$ cat config.mk
export PLATFORM = sky130hd
export DESIGN_NAME = hfx_osc_ctrl
export DESIGN_NICKNAME = d
export VERILOG_FILES = /design/src/hfx_pkg.sv /design/src/hfx_osc_ctrl.sv /design/src/hfx_wait_timer.sv /design/src/hfx_peak_tune.sv
export SDC_FILE = /design/constraint.sdc
export NUM_CORES = 1
export LEC_CHECK = 0
export BUFFER_PORTS_ARGS = -buffer_cell sky130_fd_sc_hd__buf_2
export CAP_MARGIN = 20
export CELL_PAD_IN_SITES_DETAIL_PLACEMENT = 0
export CELL_PAD_IN_SITES_GLOBAL_PLACEMENT = 2
export CORE_MARGIN = 3
export CORE_UTILIZATION = 26
export DETAILED_ROUTE_END_ITERATION = 8
export PLACE_DENSITY = 0.69
export SLEW_MARGIN = 0
export SYNTH_ARGS = -nofsm -noshare
export SYNTH_HDL_FRONTEND = slang
export SYNTH_HIERARCHICAL = 1
export SYNTH_SLANG_ARGS = --single-unit
$ cat constraint.sdc
create_clock -name aclk -period 5.9 [get_ports aclk]
set_clock_uncertainty 0.15 [all_clocks]
set_input_delay 1.475 -clock aclk [delete_from_list [all_inputs] [get_ports aclk]]
set_output_delay 1.475 -clock aclk [all_outputs]
set_load 0.02 [all_outputs]
$ cat src/hfx_pkg.sv
// Constants, field layouts and carrier types of the crystal oscillator control.
package hfx_pkg;

	// ****************************************************************
	// Register map
	// ****************************************************************
	localparam int unsigned ADDR_W = 12;
	localparam logic [11:0] OFS_CTRL = 12'h024;
	localparam logic [11:0] OFS_THR = 12'h028;
	localparam logic [11:0] OFS_START = 12'h02c;
	localparam logic [11:0] OFS_STEADY = 12'h030;
	localparam logic [11:0] OFS_WAIT = 12'h034;
	localparam logic [11:0] OFS_CMD = 12'h060;
	localparam logic [11:0] OFS_STATUS = 12'h064;

	// Writable bit masks; all other bits are reserved and read as zero.
	localparam logic [31:0] MASK_CTRL = 32'h2000_0033;
	localparam logic [31:0] MASK_THR = 32'h0000_7000;
	localparam logic [31:0] MASK_START = 32'h000f_ffff;
	localparam logic [31:0] MASK_STEADY = 32'h0c0f_ffff;
	localparam logic [31:0] MASK_WAIT = 32'h0000_f0ff;

	// Reset values.
	localparam logic [31:0] RST_CTRL = 32'h0000_0000;
	localparam logic [31:0] RST_THR = 32'h0000_2000;
	localparam logic [31:0] RST_START = 32'h0000_0600;
	localparam logic [31:0] RST_STEADY = 32'h0800_0100;
	localparam logic [31:0] RST_WAIT = 32'h0000_d08e;

	// Field positions.
	localparam int unsigned B_AUTO_SEL = 29;
	localparam int unsigned B_MON_EN = 27;
	localparam int unsigned B_PKD_EN = 26;
	localparam int unsigned B_CMD_EN = 0;
	localparam int unsigned B_CMD_DIS = 1;
	localparam int unsigned B_CMD_PKD = 2;

	// AXI responses.
	localparam logic [1:0] RESP_OKAY = 2'h0;
	localparam logic [1:0] RESP_SLVERR = 2'h2;

	// Bias limits, threshold clamp and peak detection modes.
	localparam logic [10:0] BIAS_MAX = 11'h7ff;
	localparam logic [10:0] BIAS_MIN = 11'h000;
	localparam logic [2:0] THR_TOP = 3'h6;
	localparam logic [1:0] PKD_ONCE = 2'h0;
	localparam logic [1:0] PKD_AUTO = 2'h1;
	localparam logic [1:0] PKD_CMD = 2'h2;
	localparam logic [1:0] PKD_MANUAL = 2'h3;

	// External source selection.
	typedef enum logic [1:0] {
		SRC_CRYSTAL = 2'h0,
		SRC_AC_BUFFER = 2'h1,
		SRC_DC_BUFFER = 2'h2,
		SRC_DIGITAL = 2'h3
	} hfx_source_e;

	// Controls driven toward the analog oscillator.
	typedef struct packed {
		logic        enable;
		hfx_source_e source;
		logic        startup;
		logic [10:0] core_bias;
		logic [8:0]  tuning_cap;
		logic [2:0]  threshold;
		logic        detector_on;
		logic        selected;
		logic        stall;
	} hfx_osc_ctrl_s;

	// Wait ladder read by the startup wait field, bits 3:0 of the wait register.
	function automatic logic [17:0] hfx_wait_cycles(input logic [3:0] code);
		case (code)
			4'h0: hfx_wait_cycles = 18'h00002;
			4'h1: hfx_wait_cycles = 18'h00004;
			4'h2: hfx_wait_cycles = 18'h00010;
			4'h3: hfx_wait_cycles = 18'h00020;
			4'h4: hfx_wait_cycles = 18'h00040;
			4'h5: hfx_wait_cycles = 18'h00080;
			4'h6: hfx_wait_cycles = 18'h00100;
			4'h7: hfx_wait_cycles = 18'h00400;
			4'h8: hfx_wait_cycles = 18'h00800;
			4'h9: hfx_wait_cycles = 18'h01000;
			4'ha: hfx_wait_cycles = 18'h02000;
			4'hb: hfx_wait_cycles = 18'h04000;
			4'hc: hfx_wait_cycles = 18'h08000;
			4'hd: hfx_wait_cycles = 18'h10000;
			default: hfx_wait_cycles = 18'h20000;
		endcase
	endfunction

endpackage

$ cat src/hfx_osc_ctrl.sv
// Register set and startup sequencer of the crystal oscillator controller.
//
// Our own choice: the AXI4-Lite slave port.
`timescale 1ns/1ns

// ****************************************************************
// Top module
// ****************************************************************
// Overview of operation
// [RULE1] Auto bit starts and selects oscillator in active modes, stalling source clock.
// [RULE2] Mode 0 runs peak detection on first startup; command accepted once ready.
// [RULE3] Mode 2 runs peak detection only on command; mode 1 also accepts it.
// [RULE4] Mode 3 hands steady bias and detector enable to software once ready.
// [RULE5] Source field takes effect only when the enable command is written; the code also latches it on an auto start.
// [RULE6] Source codes: crystal, AC buffer, DC buffer, digital clock on negative pin.
// [RULE7] Threshold codes 0 to 6 select levels; code 7 acts as 6.
// [RULE8] Software leaves the threshold alone while detection or monitoring runs.
// [RULE9] Startup tuning capacitance applies during startup phase.
// [RULE10] Startup core bias applies during startup phase.
// [RULE11] Peak monitor steps on each rising edge of the low-rate clock.
// [RULE12] Detector enable drives detectors directly in manual mode after ready.
// [RULE13] Steady core bias applies after startup and seeds peak detection; outside mode 3 the code drives the last peak detection bias instead.
// [RULE14] Startup wait field picks the wait count from the shared ladder.
// [RULE15] Reserved bits are written as zero and read as zero.
module hfx_osc_ctrl #(
	parameter logic [17:0] WAIT_LIMIT = 18'h20000
) (
	// Clock and reset
	input  wire logic                   aclk,
	input  wire logic                   aresetn,
	// AXI4-Lite write address and data
	input  wire logic [11:0]            awaddr,
	input  wire logic                   awvalid,
	output logic                        awready,
	input  wire logic [31:0]            wdata,
	input  wire logic [3:0]             wstrb,
	input  wire logic                   wvalid,
	output logic                        wready,
	// AXI4-Lite write response
	output logic [1:0]                  bresp,
	output logic                        bvalid,
	input  wire logic                   bready,
	// AXI4-Lite read
	input  wire logic [11:0]            araddr,
	input  wire logic                   arvalid,
	output logic                        arready,
	output logic [31:0]                 rdata,
	output logic [1:0]                  rresp,
	output logic                        rvalid,
	input  wire logic                   rready,
	// System and analog inputs
	input  wire logic                   active_mode,
	input  wire logic                   ultra_low_rc_clock,
	input  wire logic                   amp_above,
	// Oscillator controls
	output hfx_pkg::hfx_osc_ctrl_s      osc
);
	import hfx_pkg::*;

	typedef enum logic [1:0] {
		S_OFF,
		S_STARTUP,
		S_PEAKDET,
		S_READY
	} hfx_seq_e;

	typedef struct packed {
		logic [31:0] ctrl;
		logic [31:0] thr;
		logic [31:0] start;
		logic [31:0] steady;
		logic [31:0] waits;
		hfx_source_e run_src;
		hfx_seq_e    seq;
		logic        first_done;
		logic        pkd_done;
		logic        rc_prev;
		logic        bvalid;
		logic [1:0]  bresp;
		logic        rvalid;
		logic [31:0] rdata;
		logic [1:0]  rresp;
		hfx_osc_ctrl_s osc;
	} hfx_top_s;

	hfx_top_s st;
	hfx_top_s next_st;

	logic        wr_go;
	logic        rd_go;
	logic        cmd_en;
	logic        cmd_dis;
	logic        cmd_pkd;
	logic        auto_on;
	logic        tmr_start;
	logic        tmr_done;
	logic        pk_start;
	logic        pk_busy;
	logic        pk_done;
	logic        mon_tick;
	logic [10:0] pk_bias;
	logic [1:0]  pmode;
	logic        ready;

	// Merge written bytes into a register, keeping reserved bits at zero.
	function automatic logic [31:0] merge(input logic [31:0] old,
			input logic [31:0] data, input logic [3:0] be,
			input logic [31:0] mask);
		logic [31:0] res;
		res = old;
		for (int i = 0; i < 4; i++) begin
			if (be[i]) begin
				res[i*8 +: 8] = data[i*8 +: 8];
			end
		end
		merge = res & mask; // RULE15
	endfunction

	// Decode whether an address hits a mapped register.
	function automatic logic mapped(input logic [11:0] a);
		case (a)
			OFS_CTRL, OFS_THR, OFS_START, OFS_STEADY, OFS_WAIT,
			OFS_CMD, OFS_STATUS: mapped = 1'b1;
			default: mapped = 1'b0;
		endcase
	endfunction

	// ****************************************************************
	// Bus handshake
	// ****************************************************************
	// Write address and data are taken together once no response waits.
	assign awready = awvalid && wvalid && !st.bvalid;
	assign wready = awready;
	assign wr_go = awready;
	assign arready = !st.rvalid;
	assign rd_go = arvalid && arready;
	assign bvalid = st.bvalid;
	assign bresp = st.bresp;
	assign rvalid = st.rvalid;
	assign rdata = st.rdata;
	assign rresp = st.rresp;

	// Command strobes of the command register.
	assign cmd_en = wr_go && awaddr == OFS_CMD && wstrb[0] && wdata[B_CMD_EN];
	assign cmd_dis = wr_go && awaddr == OFS_CMD && wstrb[0] &&
		wdata[B_CMD_DIS];
	assign cmd_pkd = wr_go && awaddr == OFS_CMD && wstrb[0] &&
		wdata[B_CMD_PKD];

	assign pmode = st.ctrl[5:4];
	assign auto_on = st.ctrl[B_AUTO_SEL] && active_mode;
	assign ready = st.seq == S_READY || st.seq == S_PEAKDET;
	assign mon_tick = ultra_low_rc_clock && !st.rc_prev &&
		st.steady[B_MON_EN] && st.seq == S_READY && pmode != PKD_MANUAL;

	// Sequencer transition requests toward the helpers.
	assign tmr_start = st.seq == S_OFF && (cmd_en || auto_on);
	assign pk_start = (st.seq == S_STARTUP && tmr_done &&
		pmode != PKD_CMD && pmode != PKD_MANUAL &&
		!(pmode == PKD_ONCE && st.first_done)) ||
		(st.seq == S_READY && cmd_pkd && pmode != PKD_MANUAL);

	// ****************************************************************
	// Helpers
	// ****************************************************************
	hfx_wait_timer #(
		.LIMIT (WAIT_LIMIT)
	) u_timer (
		.aclk    (aclk),
		.aresetn (aresetn),
		.start   (tmr_start),
		.code    (st.waits[3:0]),
		.busy    (),
		.done    (tmr_done)
	);

	hfx_peak_tune u_peak (
		.aclk      (aclk),
		.aresetn   (aresetn),
		.start     (pk_start),
		.mon_tick  (mon_tick),
		.init_bias (st.steady[10:0]),
		.amp_above (amp_above),
		.bias      (pk_bias),
		.busy      (pk_busy),
		.done      (pk_done)
	);

	// ****************************************************************
	// Next state
	// ****************************************************************
	// Registers, sequencer and oscillator controls.
	always_comb begin
		next_st = st;
		next_st.rc_prev = ultra_low_rc_clock;

		// Register writes and write response.
		if (st.bvalid && bready) begin
			next_st.bvalid = 1'b0;
		end
		if (wr_go) begin
			next_st.bvalid = 1'b1;
			next_st.bresp = mapped(awaddr) ? RESP_OKAY : RESP_SLVERR;
			case (awaddr)
				OFS_CTRL: next_st.ctrl = merge(st.ctrl, wdata, wstrb,
					MASK_CTRL); // RULE5
				OFS_THR: next_st.thr = merge(st.thr, wdata, wstrb, MASK_THR);
				OFS_START: next_st.start = merge(st.start, wdata, wstrb,
					MASK_START);
				OFS_STEADY: next_st.steady = merge(st.steady, wdata, wstrb,
					MASK_STEADY);
				OFS_WAIT: next_st.waits = merge(st.waits, wdata, wstrb,
					MASK_WAIT);
				default: next_st.bresp = next_st.bresp;
			endcase
		end

		// Register reads.
		if (st.rvalid && rready) begin
			next_st.rvalid = 1'b0;
		end
		if (rd_go) begin
			next_st.rvalid = 1'b1;
			next_st.rresp = mapped(araddr) ? RESP_OKAY : RESP_SLVERR;
			case (araddr)
				OFS_CTRL: next_st.rdata = st.ctrl;
				OFS_THR: next_st.rdata = st.thr;
				OFS_START: next_st.rdata = st.start;
				OFS_STEADY: next_st.rdata = st.steady;
				OFS_WAIT: next_st.rdata = st.waits;
				OFS_STATUS: next_st.rdata = {28'h0000000, st.osc.selected,
					st.pkd_done, st.seq != S_OFF, ready};
				default: next_st.rdata = 32'h0000_0000;
			endcase
		end

		// Sequencer.
		case (st.seq)
			S_OFF: begin
				if (tmr_start) begin
					// Source is latched on the enable command or on an auto start.
					next_st.run_src = hfx_source_e'(st.ctrl[1:0]); // RULE5
					next_st.seq = S_STARTUP;
				end
			end
			S_STARTUP: begin
				if (tmr_done) begin
					next_st.first_done = 1'b1;
					next_st.seq = pk_start ? S_PEAKDET : S_READY; // RULE2
				end
			end
			S_PEAKDET: begin
				if (pk_done) begin
					next_st.seq = S_READY;
				end
			end
			S_READY: begin
				if (pk_start) begin
					next_st.seq = S_PEAKDET; // RULE3
				end
			end
			default: next_st.seq = S_OFF;
		endcase
		if (cmd_dis && !auto_on) begin
			next_st.seq = S_OFF;
		end

		// Done flag: a new start clears it, completion sets it and wins.
		if (pk_start) begin
			next_st.pkd_done = 1'b0;
		end
		if (pk_done) begin
			next_st.pkd_done = 1'b1;
		end

		// Oscillator controls for the next cycle.
		next_st.osc.enable = next_st.seq != S_OFF;
		next_st.osc.source = next_st.run_src; // RULE6
		next_st.osc.startup = next_st.seq == S_STARTUP;
		if (next_st.seq == S_STARTUP || next_st.seq == S_OFF) begin
			next_st.osc.core_bias = next_st.start[10:0]; // RULE10
			next_st.osc.tuning_cap = next_st.start[19:11]; // RULE9
		end else begin
			next_st.osc.tuning_cap = next_st.steady[19:11];
			if (next_st.ctrl[5:4] == PKD_MANUAL) begin
				next_st.osc.core_bias = next_st.steady[10:0]; // RULE4
			end else begin
				next_st.osc.core_bias = pk_bias; // RULE13
			end
		end
		next_st.osc.threshold = (next_st.thr[14:12] > THR_TOP) ?
			THR_TOP : next_st.thr[14:12]; // RULE7
		if (next_st.ctrl[5:4] == PKD_MANUAL) begin
			next_st.osc.detector_on = next_st.steady[B_PKD_EN] &&
				(next_st.seq == S_READY); // RULE12
		end else begin
			next_st.osc.detector_on = next_st.seq == S_PEAKDET;
		end
		next_st.osc.selected = next_st.ctrl[B_AUTO_SEL] && active_mode;
		next_st.osc.stall = next_st.ctrl[B_AUTO_SEL] && active_mode &&
			next_st.seq != S_READY && next_st.seq != S_PEAKDET; // RULE1
	end

	// ****************************************************************
	// State register
	// ****************************************************************
	// All state of the block, with documented reset values.
	always_ff @(posedge aclk) begin
		if (!aresetn) begin
			st <= '0;
			st.ctrl <= RST_CTRL;
			st.thr <= RST_THR;
			st.start <= RST_START;
			st.steady <= RST_STEADY;
			st.waits <= RST_WAIT;
			st.seq <= S_OFF;
			st.osc.core_bias <= RST_START[10:0];
			st.osc.threshold <= RST_THR[14:12];
		end else begin
			st <= next_st;
		end
	end

	assign osc = st.osc;

	// ****************************************************************
	// Checks
	// ****************************************************************
	// Stall is registered together with the sequencer state, so it is
	// compared in the same cycle; a next-cycle check would trip on the
	// last startup cycle, where the state is already leaving startup.
	a_auto_stall: assert property (@(posedge aclk) disable iff (!aresetn)
		st.ctrl[B_AUTO_SEL] && active_mode && !ready && $stable(active_mode)
		|-> osc.stall) // RULE1
		else $error("source clock not stalled before ready");
	a_once_skip: assert property (@(posedge aclk) disable iff (!aresetn)
		st.seq == S_STARTUP && tmr_done && pmode == PKD_ONCE && st.first_done
		|=> st.seq == S_READY) // RULE2
		else $error("peak detection repeated in once mode");
	a_cmd_peak: assert property (@(posedge aclk) disable iff (!aresetn)
		st.seq == S_READY && cmd_pkd && pmode == PKD_CMD && !cmd_dis
		|=> st.seq == S_PEAKDET ##1 osc.detector_on) // RULE3
		else $error("peak start command not taken");
	a_manual_hold: assert property (@(posedge aclk) disable iff (!aresetn)
		st.seq == S_READY && pmode == PKD_MANUAL && !cmd_dis |=>
		st.seq == S_READY) // RULE4
		else $error("manual mode left ready state");
	a_src_latch: assert property (@(posedge aclk) disable iff (!aresetn)
		$changed(st.run_src) |-> $past(tmr_start)) // RULE5
		else $error("running source changed without enable");
	a_thr_clamp: assert property (@(posedge aclk) disable iff (!aresetn)
		st.thr[14:12] == 3'h7 && $stable(st.thr) |-> osc.threshold == THR_TOP)
		else $error("threshold code seven not clamped"); // RULE7
	a_startup_trim: assert property (@(posedge aclk) disable iff (!aresetn)
		osc.startup && $stable(st.start) |-> osc.core_bias == st.start[10:0]
		&& osc.tuning_cap == st.start[19:11]) // RULE9
		else $error("startup trims not applied");
	a_manual_bias: assert property (@(posedge aclk) disable iff (!aresetn)
		st.seq == S_READY && $stable(st.seq) && $stable(st.steady) &&
		$stable(st.ctrl) && pmode == PKD_MANUAL |->
		osc.core_bias == st.steady[10:0]) // RULE13
		else $error("steady bias not applied");
	a_bus_answer: assert property (@(posedge aclk) disable iff (!aresetn)
		rd_go |=> rvalid)
		else $error("read not answered next cycle");

	c_peak_run: cover property (@(posedge aclk) disable iff (!aresetn)
		st.seq == S_PEAKDET ##1 st.seq == S_READY);
	c_auto_start: cover property (@(posedge aclk) disable iff (!aresetn)
		osc.stall ##1 !osc.stall && osc.selected);
	c_manual_ready: cover property (@(posedge aclk) disable iff (!aresetn)
		st.seq == S_READY && pmode == PKD_MANUAL && osc.detector_on);
	c_monitor: cover property (@(posedge aclk) disable iff (!aresetn)
		mon_tick);
endmodule

$ cat src/hfx_wait_timer.sv
// Wait timer that counts one ladder step of the startup wait.
`timescale 1ns/1ns
module hfx_wait_timer #(
	parameter logic [17:0] LIMIT = 18'h20000
) (
	// Clock and reset
	input  wire logic       aclk,
	input  wire logic       aresetn,
	// Control
	input  wire logic       start,
	input  wire logic [3:0] code,
	// Result
	output logic            busy,
	output logic            done
);
	import hfx_pkg::*;

	typedef struct packed {
		logic [17:0] cnt;
		logic        busy;
	} hfx_tmr_s;

	hfx_tmr_s st;
	hfx_tmr_s next_st;
	logic [17:0] len;

	// Load the ladder length, clamped by the limit, and count down.
	always_comb begin
		len = (hfx_wait_cycles(code) < LIMIT) ? hfx_wait_cycles(code) : LIMIT;
		next_st = st;
		if (start) begin
			next_st.cnt = len - 18'h00001; // RULE14
			next_st.busy = 1'b1;
		end else if (st.busy) begin
			if (st.cnt == 18'h00000) begin
				next_st.busy = 1'b0;
			end else begin
				next_st.cnt = st.cnt - 18'h00001;
			end
		end
	end

	// State register.
	always_ff @(posedge aclk) begin
		if (!aresetn) begin
			st <= '0;
		end else begin
			st <= next_st;
		end
	end

	assign busy = st.busy;
	assign done = st.busy && (st.cnt == 18'h00000) && !start;

	// Shortest step ends exactly two cycles after the start.
	a_wait_short: assert property (@(posedge aclk) disable iff (!aresetn) // RULE14
		start && code == 4'h0 |-> ##2 done)
		else $error("wait timer step length wrong");
endmodule

$ cat src/hfx_peak_tune.sv
// Peak detection sequence and peak monitor that trim the core bias.
`timescale 1ns/1ns
module hfx_peak_tune (
	// Clock and reset
	input  wire logic        aclk,
	input  wire logic        aresetn,
	// Control
	input  wire logic        start,
	input  wire logic        mon_tick,
	input  wire logic [10:0] init_bias,
	// Analog comparator
	input  wire logic        amp_above,
	// Result
	output logic [10:0]      bias,
	output logic             busy,
	output logic             done
);
	import hfx_pkg::*;

	typedef struct packed {
		logic [10:0] bias;
		logic        busy;
		logic        done;
	} hfx_pk_s;

	hfx_pk_s st;
	hfx_pk_s next_st;

	// Sequence raises bias until the amplitude clears the threshold.
	always_comb begin
		next_st = st;
		next_st.done = 1'b0;
		if (start) begin
			next_st.bias = init_bias; // RULE13
			next_st.busy = 1'b1;
		end else if (st.busy) begin
			if (amp_above || st.bias == BIAS_MAX) begin
				next_st.busy = 1'b0;
				next_st.done = 1'b1;
			end else begin
				next_st.bias = st.bias + 11'h001;
			end
		end else if (mon_tick) begin
			// Monitor takes one trim step per rising low-rate clock edge.
			if (amp_above && st.bias != BIAS_MIN) begin // RULE11
				next_st.bias = st.bias - 11'h001;
			end else if (!amp_above && st.bias != BIAS_MAX) begin
				next_st.bias = st.bias + 11'h001;
			end
		end
	end

	// State register.
	always_ff @(posedge aclk) begin
		if (!aresetn) begin
			st <= '0;
		end else begin
			st <= next_st;
		end
	end

	assign bias = st.bias;
	assign busy = st.busy;
	assign done = st.done;

	a_mon_step_up: assert property (@(posedge aclk) disable iff (!aresetn)
		mon_tick && !start && !st.busy && !amp_above && st.bias != BIAS_MAX
		|=> bias == $past(bias) + 11'h001) // RULE11
		else $error("monitor did not raise bias");
	a_seq_loads: assert property (@(posedge aclk) disable iff (!aresetn)
		start |=> busy && bias == $past(init_bias)) // RULE13
		else $error("sequence did not load steady bias");
endmodule

==> impl_metrics.ini, run 1 <==
[clocking]
cts_setup_buffers = 0
cts.sinks = 156
clkTransAtPathRegs_ps = 80
cts_tree = built
clock_path_buffers = 2
clockRootBuffer = clkbuf_16
numCtsBuffers = 17
holdBufCountCts = 0
htree_levels = 4
cts-resized-gates = 0
clk_latency_ps = 430

[global_route]
grt_pass1_wl_um = 38200
gr-total-overflow = 0
antenna_found_initial = 0
grt_max_degree = 44
grt_pass1_vias = 6526
grt_usage_pct = 14.4

[final_layout]
final_layout_size_suffix_gt1_share_pct = 21.7
fin_nets = 1057
antenna_cells = 0
syn2layout_area_growth_pct = 13.3
register_area_sq_um = 3120
layoutNonFillerInstCount = 1390
fillers = 3319
utilization_pct = 30.3
multi_input_area_sq_um = 4320

[floorplan]
die_h_um = 184
die_x_um = 184
rows = 64
initial_core_util_pct = 26.7
io_pins = 141
die_area_sq_um = 33900
core_area_sq_um = 30900

[synthesis]
ys_ff_latch = 156
syn_area_per_cell_sq_um = 8.75
async_flop_share_pct = 0
synth_most_common_cell = dfxtp_1
ys_seq_area_share_pct = 37.8
synth_top_area_share_pct = 37.8
yosys-top-cells-count = dfxtp_1 (156), nor2_1 (94), nand2_1 (86), buf_4 (69), mux2i_1 (67)
yosysTopAreaCell = dfxtp_1
synth_area_leaders = dfxtp_1 (38%), mux2i_1 (8.1%), buf_4 (6.3%)
synth_ff_type = dfxtp_1
synth_edf_count = 0
netlist_area_sq_um = 8260
yosys_warnings = 6
syn_inst = 944
synth.distinct_cells = 88

[placed_design]
dp_cells = 1358
numPortBuffers = 120
place_congestion = 0.799
place_hpwl_um = 18100

[setup_path]
critPathArrivalTime_ps = 4480
required_ps = 6060
cp_max_fo = 18
reg2reg_from = u_timer/st[7]
r2r-end = u_peak/bias[8]
cp-start-kind = input pin
critPathKind = input pin to flip-flop
r2r_slack_ps = 1950
worstRegToRegCells = 13
crit_path_end_kind = flip-flop

[sta]
slew_violations = 0
fmax_mhz = 231
relSlewSlack_pct = 41.9
finalSetupTns_ps = 0
fin_crit_sh_pct = 73.3
timing_hold_violations_final = 0
tightest_slew_ps = 869
finalCriticalPeriod_ps = 4330
setup_viol = 0
hold_slack_ps = 302
rsz0062_at_grt = false

[run]
cap_violations = 0

[drt]
drt_iter0_drc = 537
viasPerCell = 4.91
drt-wirelength-per-cell_um = 18.0
totalWireLength_um = 25000
via_count = 6830
firstDrtPassIters = 5
drc = 0
drtAntennaViolNets = 0

[power]
p_leak_uw = 0.00396
p_total_uw = 2320
power_density_nw_per_um2 = 248
peakVddDrop_uv = 196

[hold_path]
hold_path_class = flip-flop to flip-flop
hold_depth = 2
worstHoldEndpoint = rdata[6]
min_from = rdata[6]

[status]
outcome = complete, no violations
-- how the worst max path moves through the flow --
stage	depth (start not counted)	slack (ps)	endpoint	startpoint
after CTS	15	1610	u_peak/bias[8]	awvalid
after floorplan	18	820	u_peak/bias[9]	awaddr[6]
final	15	1570	u_peak/bias[8]	awvalid
after detailed placement	15	1160	u_peak/bias[7]	awaddr[6]
after global routing	15	1140	u_peak/bias[8]	awvalid
after global placement	15	1200	u_peak/bias[8]	awvalid
-- cell usage in the layout (no fill, tap or decap), types with 5 or more instances in the layout --
| master | Yosys | layout |
|---|---|---|
| and3_1 | 11 | 11 |
| buf_2 | 13 | 120 |
| a222oi_1 | 9 | 9 |
| o21a_1 | 10 | 10 |
| a21oi_1 | 40 | 40 |
| o211ai_1 | 6 | 6 |
| nor3b_1 | 5 | 5 |
| inv_8 | 0 | 6 |
| mux2_2 | 14 | 14 |
| a22o_1 | 5 | 5 |
| nand4_1 | 15 | 15 |
| nand4_2 | 5 | 5 |
| o2bb2ai_1 | 6 | 6 |
| nand3b_1 | 8 | 8 |
| a31oi_1 | 9 | 9 |
| nand2b_1 | 9 | 9 |
| conb_1 | 1 | 11 |
| mux2i_1 | 67 | 67 |
| dfxtp_1 | 156 | 156 |
| ha_1 | 6 | 6 |
| and4_1 | 5 | 5 |
| o21ai_0 | 43 | 43 |
| a221oi_1 | 7 | 7 |
| nand2_1 | 86 | 86 |
| xnor2_1 | 7 | 7 |
| clkbuf_16 | 0 | 17 |
| nor2_1 | 94 | 94 |
| xor2_1 | 7 | 7 |
| and2_1 | 20 | 20 |
| nor2b_1 | 6 | 6 |
| nand3_1 | 23 | 23 |
| nor3_1 | 15 | 15 |
| buf_4 | 69 | 13 |
| inv_1 | 23 | 22 |
| a211oi_1 | 7 | 7 |
-- metrics by stage --
step,setup WS (ps),area (sq um)
6_report,1570,9350
5_1_grt,1140,9350
4_1_cts,1610,9350
3_5_place_dp,1160,8730
3_3_place_gp,1200,8730
2_1_floorplan,819,8290
-- worst max-delay path, stage by stage --
cell,delay (ps)
buf_2,120
and4b_1,310
nand3_1,170
o22ai_2,100
nor3b_1,200
nand2_1,110
a2111oi_0,500
a21oi_1,180
inv_1,230
buf_4,270
inv_1,240
o31ai_1,130
nor2_1,60
a311oi_1,250
o32ai_1,110
-- cell type report --
type / count / share of cell area (%)
Clock buffer: 17 / 4.55
Sequential cell: 156 / 33.4
Tap cell: 396 / 5.30
Inverter: 24 / 0.963
Timing Repair Buffer: 133 / 7.46
Clock inverter: 15 / 2.11
Multi-Input combinational cell: 649 / 46.2
-- flip-flops by register name, summed over array words and instances, names as in the netlist, 2 cells and up --
register,flops
st,65
pmode,2
u_timer/st,18
u_peak/bias,11
rdata,23
osc,30
-- kinds of logic (layout without fill, tap and decap cells) --
kind of cell	Yosys count	after routing	synth area share, %
simple gates	342	342	22.5
compound gates	194	194	16.5
flops	156	156	37.8
buf+inv	149	189	10.4
mux	82	82	10.3
xor+xnor	14	14	1.49
fa+ha+maj	6	6	0.909
other cells	1	11	0.0454
-- routing by layer --
| metal | GRT usage, % | wire [um] | up-vias |
|---|---|---|---|
| li1 | - | - | 3379 |
| met1 | 20.9 | 12600 | 3290 |
| met2 | 22.4 | 11200 | 153 |
| met3 | 2.61 | 1040 | 8 |
| met4 | 2.93 | 135 | 0 |
| met5 | 0 | 0 | - |
-- power breakdown --
group / internal (uW) / total, uW / switching, uW / leakage (uW)
Combinational: 32.8 / 106 / 72.7 / 0.00240
Sequential: 1050 / 1060 / 2.18 / 0.00126
Clock: 616 / 1160 / 542 / 0.000304
Total: 1700 / 2320 / 617 / 0.00396
Note: power is estimated with default switching activity, not from simulation.
==> run 2: changes to the inputs <==
--- a/config.mk
+++ b/config.mk
@@ -5,6 +5,7 @@
 export SDC_FILE = /design/constraint.sdc
 export NUM_CORES = 1
 export LEC_CHECK = 0
+export ABC_AREA = 1
 export BUFFER_PORTS_ARGS = -buffer_cell sky130_fd_sc_hd__buf_2
 export CAP_MARGIN = 20
 export CELL_PAD_IN_SITES_DETAIL_PLACEMENT = 0
@@ -12,7 +13,7 @@
 export CORE_MARGIN = 3
 export CORE_UTILIZATION = 26
 export DETAILED_ROUTE_END_ITERATION = 8
-export PLACE_DENSITY = 0.69
+export PLACE_DENSITY = 0.74
 export SLEW_MARGIN = 0
 export SYNTH_ARGS = -nofsm -noshare
 export SYNTH_HDL_FRONTEND = slang
==> constraint.sdc (replaced) <==
create_clock -name aclk -period 4.3 [get_ports aclk]
set_clock_uncertainty 0.15 [all_clocks]
set_input_delay 1.075 -clock aclk [delete_from_list [all_inputs] [get_ports aclk]]
set_output_delay 1.075 -clock aclk [all_outputs]
set_load 0.02 [all_outputs]
==> run 2 against run 1 <==
  * Global-route usage increased by 2.3 points
  * Combinational power increased by 46%
  * Sequential power up 37%
  * Critical path depth grew 7
  * Non-clock buffer count rose by 6
  * Utilization shrank 0.38 points
  * Sequential cell count did not move
  * Via count up 27%
  * Synthesized area grew 11%
  * Register-to-register slack got worse by 790 ps
  * Routed wire length up 26%
  * First-iteration DRC count shrank 7.3%
  * Critical path type unchanged
  * Critical endpoint is now u_peak/bias[3]
  * Largest cell class unchanged
==> impl_metrics.ini, run 2 <==
[status]
outcome = complete, no violations

[sta]
finalCriticalPeriod_ps = 3360
relSlewSlack_pct = 39.4
timing_hold_violations_final = 0
fmax_mhz = 298
slew_violations = 0
rsz0062_at_grt = false
tightest_slew_ps = 907
fin_crit_sh_pct = 78.0
setup_viol = 0
finalSetupTns_ps = 0

[final_layout]
largest_register_ffs = 65
layout_commonest_cell = nand2_1
final_cell_mix = nand2_1 (367), inv_1 (169), dfxtp_1 (156)
antenna_cells = 0
final_layout_size_suffix_gt1_share_pct = 17.3
syn2layout_area_growth_pct = 13.1
regMostFlops = st
finalInstanceArea_sq_um = 10300
fin_nets = 1537

[synthesis]
ys_seq_area_share_pct = 34.1
synth_edf_count = 0
yosysTopAreaCell = dfxtp_1
yosys_warnings = 6
syn_inst = 1399
yosys-top-cells-count = nand2_1 (367), inv_1 (169), dfxtp_1 (156), nor2_1 (154), nand3_1 (114)
async_flop_share_pct = 0
ys_ff_latch = 156
synth.distinct_cells = 53
syn_area_per_cell_sq_um = 6.54
netlist_area_sq_um = 9150
synth_top_area_share_pct = 34.1
synth_most_common_cell = nand2_1
synth_area_leaders = dfxtp_1 (34%), nand2_1 (15%), inv_1 (6.9%)
synth_ff_type = dfxtp_1

[clocking]
cts.sinks = 156
holdBufCountCts = 0
cts-resized-gates = 0
cts_setup_buffers = 0
clock_path_buffers = 2
htree_levels = 4
cts_tree = built
clockRootBuffer = clkbuf_16
clkTransAtPathRegs_ps = 70
clk_latency_ps = 440
numCtsBuffers = 17

[floorplan]
die_h_um = 194
die_x_um = 194
rows = 68
io_pins = 141
initial_core_util_pct = 26.4
core_area_sq_um = 34600
die_area_sq_um = 37500

[global_route]
grt_usage_pct = 16.7
grt_use_met1_pct = 23.3
busiest_layer = met2
met3_usage_pct = 3.08
antenna_found_initial = 0
gr-total-overflow = 0
grt_use_met2_pct = 27.1
grt_pass1_wl_um = 49100
grt_max_degree = 31
grt_pass1_vias = 8384

[setup_path]
r2r_slack_ps = 1160
critPathKind = input pin to flip-flop
worstRegToRegCells = 18
startpoint = awaddr[11]
crit_path_end_kind = flip-flop
required_ps = 4480
r2r-end = u_peak/bias[3]
cp_max_fo = 7
reg2reg_from = u_timer/st[8]
critPathArrivalTime_ps = 3530
cp-start-kind = input pin
cp-endpoint = u_peak/bias[3]

[drt]
firstDrtPassIters = 5
via_count = 8687
drt-wirelength-per-cell_um = 16.3
drt_iter0_drc = 498
viasPerCell = 4.50
drtAntennaViolNets = 0
totalWireLength_um = 31500
drc = 0

[hold_path]
hold_path_class = flip-flop to flip-flop

[placed_design]
place_hpwl_um = 24100
place_congestion = 0.806
placed_area_sq_um = 9750
numPortBuffers = 120

[power]
power_density_nw_per_um2 = 305
p_leak_uw = 0.00503
peakVddDrop_uv = 269

[run]
cap_violations = 0
[run 2: cell families (layout without fill, tap and decap cells)]
group,after synthesis,after routing,share of synthesized area (%)
flops,156,156,34.1
compound gates,199,199,12.0
other cells,1,11,0.0410
fa+ha+maj,6,6,0.820
buf+inv,292,357,15.8
xor+xnor,12,12,1.15
simple gates,733,733,36.1
[run 2: layer usage]
metal	up-vias	share of wire [%]
met5	-	0
met4	0	1.0
met3	21	4.5
li1	4487	-
met2	179	46
met1	4000	48
[run 2: cell type report]
cell class              instances  area [sq um]
multi-input cells             961          4620
clock buffers                  20           467
well taps                     455           569
fillers                      3869         24300
inverters                     186           699
repair buffers                139           743
flip-flops and latches        156          3120
clock inverters                12           126
[run 2: worst max-delay path, cell delays in order]
cell	delay, ps
buf_2	80
nor2_2	40
nand2_4	160
nor2_4	100
nand3_1	100
nand2_1	50
nand2_1	90
inv_1	60
nor2_1	150
clkinv_1	100
nor2_1	110
nand2_1	60
nor2_1	260
nand2_1	140
nand2_1	140
buf_4	190
inv_1	90
or2_2	270
nand3_1	90
nor2_1	40
nor2_1	80
nor2_1	50
[run 2: how the worst min path moves through the flow]
| stage | start | endpoint | slack (ps) | cells after the start |
|---|---|---|---|---|
| 5_1_grt | st[79] | st[79] | 320 | 2 |
| 3_5_place_dp | st[79] | st[79] | 290 | 2 |
| 4_1_cts | st[79] | st[79] | 300 | 2 |
| 2_1_floorplan | st[79] | st[79] | 270 | 2 |
| 3_3_place_gp | st[79] | st[79] | 280 | 2 |
| 6_report | st[80] | st[80] | 300 | 2 |
[run 2: stage by stage]
step | util [%] | power [uW] | worst slack, ps | hold WS (ps) | instances
2_1_floorplan | - | 1570 | 687 | 274 | 1409
3_3_place_gp | 28.2 | 1640 | 516 | 285 | 1897
3_5_place_dp | 28.2 | 1640 | 483 | 290 | 1897
4_1_cts | 29.9 | 3210 | 940 | 301 | 1929
5_1_grt | 29.9 | 3280 | 626 | 321 | 1929
6_report | 29.9 | 3160 | 944 | 301 | 1929
[run 2: report_power, final]
part / internal (uW) / total [uW] / switching, uW
Clock: 863 / 1560 / 693
Sequential: 1450 / 1450 / 1.89
Combinational: 41.9 / 155 / 113
Total: 2350 / 3160 / 808
==> run 3: changes to the inputs <==
--- a/config.mk
+++ b/config.mk
@@ -5,7 +5,7 @@
 export SDC_FILE = /design/constraint.sdc
 export NUM_CORES = 1
 export LEC_CHECK = 0
-export ABC_AREA = 1
+export ABC_AREA = 0
 export BUFFER_PORTS_ARGS = -buffer_cell sky130_fd_sc_hd__buf_2
 export CAP_MARGIN = 20
 export CELL_PAD_IN_SITES_DETAIL_PLACEMENT = 0
@@ -13,7 +13,7 @@
 export CORE_MARGIN = 3
 export CORE_UTILIZATION = 26
 export DETAILED_ROUTE_END_ITERATION = 8
-export PLACE_DENSITY = 0.74
+export PLACE_DENSITY = 0.69
 export SLEW_MARGIN = 0
 export SYNTH_ARGS = -nofsm -noshare
 export SYNTH_HDL_FRONTEND = slang
==> constraint.sdc (replaced) <==
create_clock -name aclk -period 3.4 [get_ports aclk]
set_clock_uncertainty 0.15 [all_clocks]
set_input_delay 0.85 -clock aclk [delete_from_list [all_inputs] [get_ports aclk]]
set_output_delay 0.85 -clock aclk [all_outputs]
set_load 0.02 [all_outputs]
==> run 3 against run 2 <==
  * Sequential share of layout area increased by 1.9 points
  * Clock power increased by 29%
  * Final cell count decreased by 26%
  * Sequential power increased by 26%
  * Via count decreased by 19%
  * First-iteration DRC count decreased by 7.8%
  * Clock-buffer cell count decreased by 3
  * Total power increased by 28%
  * Critical path depth decreased by 5
  * Worst setup slack got worse by 760 ps
  * Critical path type unchanged
  * Critical endpoint is now u_peak/bias[7]
  * Largest cell class unchanged
==> impl_metrics.ini, run 3 (synthesis results as in run 1) <==
[sta]
rsz0062_at_grt = false
finalCriticalPeriod_ps = 3210
timing_hold_violations_final = 0
fin_crit_sh_pct = 94.5
relSlewSlack_pct = 48.9
slew_violations = 0
finalSetupTns_ps = 0
tightest_slew_ps = 750
setup_viol = 0
fmax_mhz = 311

[setup_path]
cp_max_fo = 14
r2r-end = u_peak/bias[7]
critPathArrivalTime_ps = 3410
reg2reg_from = u_timer/st[15]
worstRegToRegCells = 15
startpoint = awvalid
r2r_slack_ps = 260
required_ps = 3600
critPathKind = input pin to flip-flop
critPathMaxStageDelay_ps = 290
crit_path_end_kind = flip-flop
cp-start-kind = input pin
worstPathCellList = buf_2 > and4b_1 > nand3_4 > o22ai_4 > nor3b_2 > nand2_1 > a2111oi_2 > a21oi_1 > buf_4 > inv_1 > buf_4 > nand2b_1 > o41ai_4 > o21ai_2 > and2_4 > nand2_1 > o221ai_1
crit_path_top_delay_cell = and2_4

[clocking]
clkTransAtPathRegs_ps = 70
cts.sinks = 156
numCtsBuffers = 17
cts_setup_buffers = 0
cts_tree = built
htree_levels = 4
clockRootBuffer = clkbuf_16
clk_latency_ps = 430
clock_path_buffers = 2
holdBufCountCts = 0

[floorplan]
rows = 64
core_area_sq_um = 30900
initial_core_util_pct = 26.7
die_x_um = 184
io_pins = 141
die_area_sq_um = 33900
die_h_um = 184

[drt]
viasPerCell = 4.90
drt_iter0_drc = 459
drtAntennaViolNets = 0
drc = 0
firstDrtPassIters = 6
totalWireLength_um = 25400
via_count = 7013
drt-wirelength-per-cell_um = 17.7

[final_layout]
finalInstanceArea_sq_um = 9740
largest_register_ffs = 65
syn2layout_area_growth_pct = 18.0
layout_commonest_cell = dfxtp_1
final_cell_mix = dfxtp_1 (156), buf_2 (120), nor2_1 (94)
fin_nets = 1098
antenna_cells = 0
regMostFlops = st
final_layout_size_suffix_gt1_share_pct = 25.2

[placed_design]
place_hpwl_um = 18900
numPortBuffers = 120
placed_area_sq_um = 9110
place_congestion = 0.788

[power]
peakVddDrop_uv = 335
p_leak_uw = 0.00418
power_density_nw_per_um2 = 416

[hold_path]
worstHoldEndpoint = rdata[13]
min_from = rdata[13]
hold_path_class = flip-flop to flip-flop
hold_depth = 2

[run]
cap_violations = 0

[global_route]
grt_pass1_wl_um = 39000
grt_max_degree = 36
gr-total-overflow = 0
antenna_found_initial = 0
grt_usage_pct = 14.8
grt_pass1_vias = 6775

[status]
outcome = complete, no violations
-- run 3: cell count changes in the layout (fill, tap and decap cells not counted), moves of 15 or more --
cell,before,now
nand2_1,367,86
nor2_2,15,0
buf_4,19,53
nand3_1,114,22
a21oi_1,80,40
inv_1,169,22
nor2_1,154,94
and2_1,1,20
nand2_2,18,1
mux2i_1,0,67
o21ai_0,68,43
-- run 3: cell type report --
cell class	count	area, sq um
Clock inverter	14	185
Inverter	24	90.1
Tap cell	396	495
Clock buffer	17	425
Timing Repair Buffer	174	1020
Fill cell	3301	21200
Sequential cell	156	3120
Multi-Input combinational cell	649	4400
-- run 3: repair_timing --
action	CTS	global route
endpoints found under the hold margin	0	0
gates resized for setup	0	2
setup endpoints to repair	0	6
-- run 3: how the worst max path moves through the flow --
stage	end	slack, ps	cells after the start
2_1_floorplan	u_peak/bias[9]	-400	18
3_3_place_gp	u_peak/bias[8]	-170	18
3_5_place_dp	u_peak/bias[9]	-240	17
4_1_cts	u_peak/bias[7]	170	15
5_1_grt	u_peak/bias[4]	9	17
6_report	u_peak/bias[7]	190	17
-- run 3: report_power, final --
group | total (uW) | internal, uW | switching, uW
clock | 2010 | 1170 | 844
combinational | 201 | 67.9 | 133
sequential | 1830 | 1830 | 3.49
-- run 3: layer usage --
layer  up-vias  part of all wire (%)  track usage, %
met4         0                  0.95            3.48
met3        16                   4.1            2.70
li1       3470                     -               -
met1      3377                    49            20.8
met5         -                     0               0
met2       150                    46            23.5
-- run 3: critical path, delay by kind of cell --
family	cells	cell delay, ps
AND/OR/NAND/NOR	7	1260
AO/OA/AOI/OAI	6	790
buffers and inverters	4	510
-- run 3: through the flow --
step	hold WS [ps]	util (%)	setup WS, ps	instances	power (uW)
4_1_cts	302	31.5	172	1430	4110
5_1_grt	332	31.5	8.80	1430	4200
3_5_place_dp	291	29.5	-240	1399	2080
6_report	301	31.5	186	1430	4050
2_1_floorplan	276	-	-402	954	1990
3_3_place_gp	283	29.5	-173	1399	2080
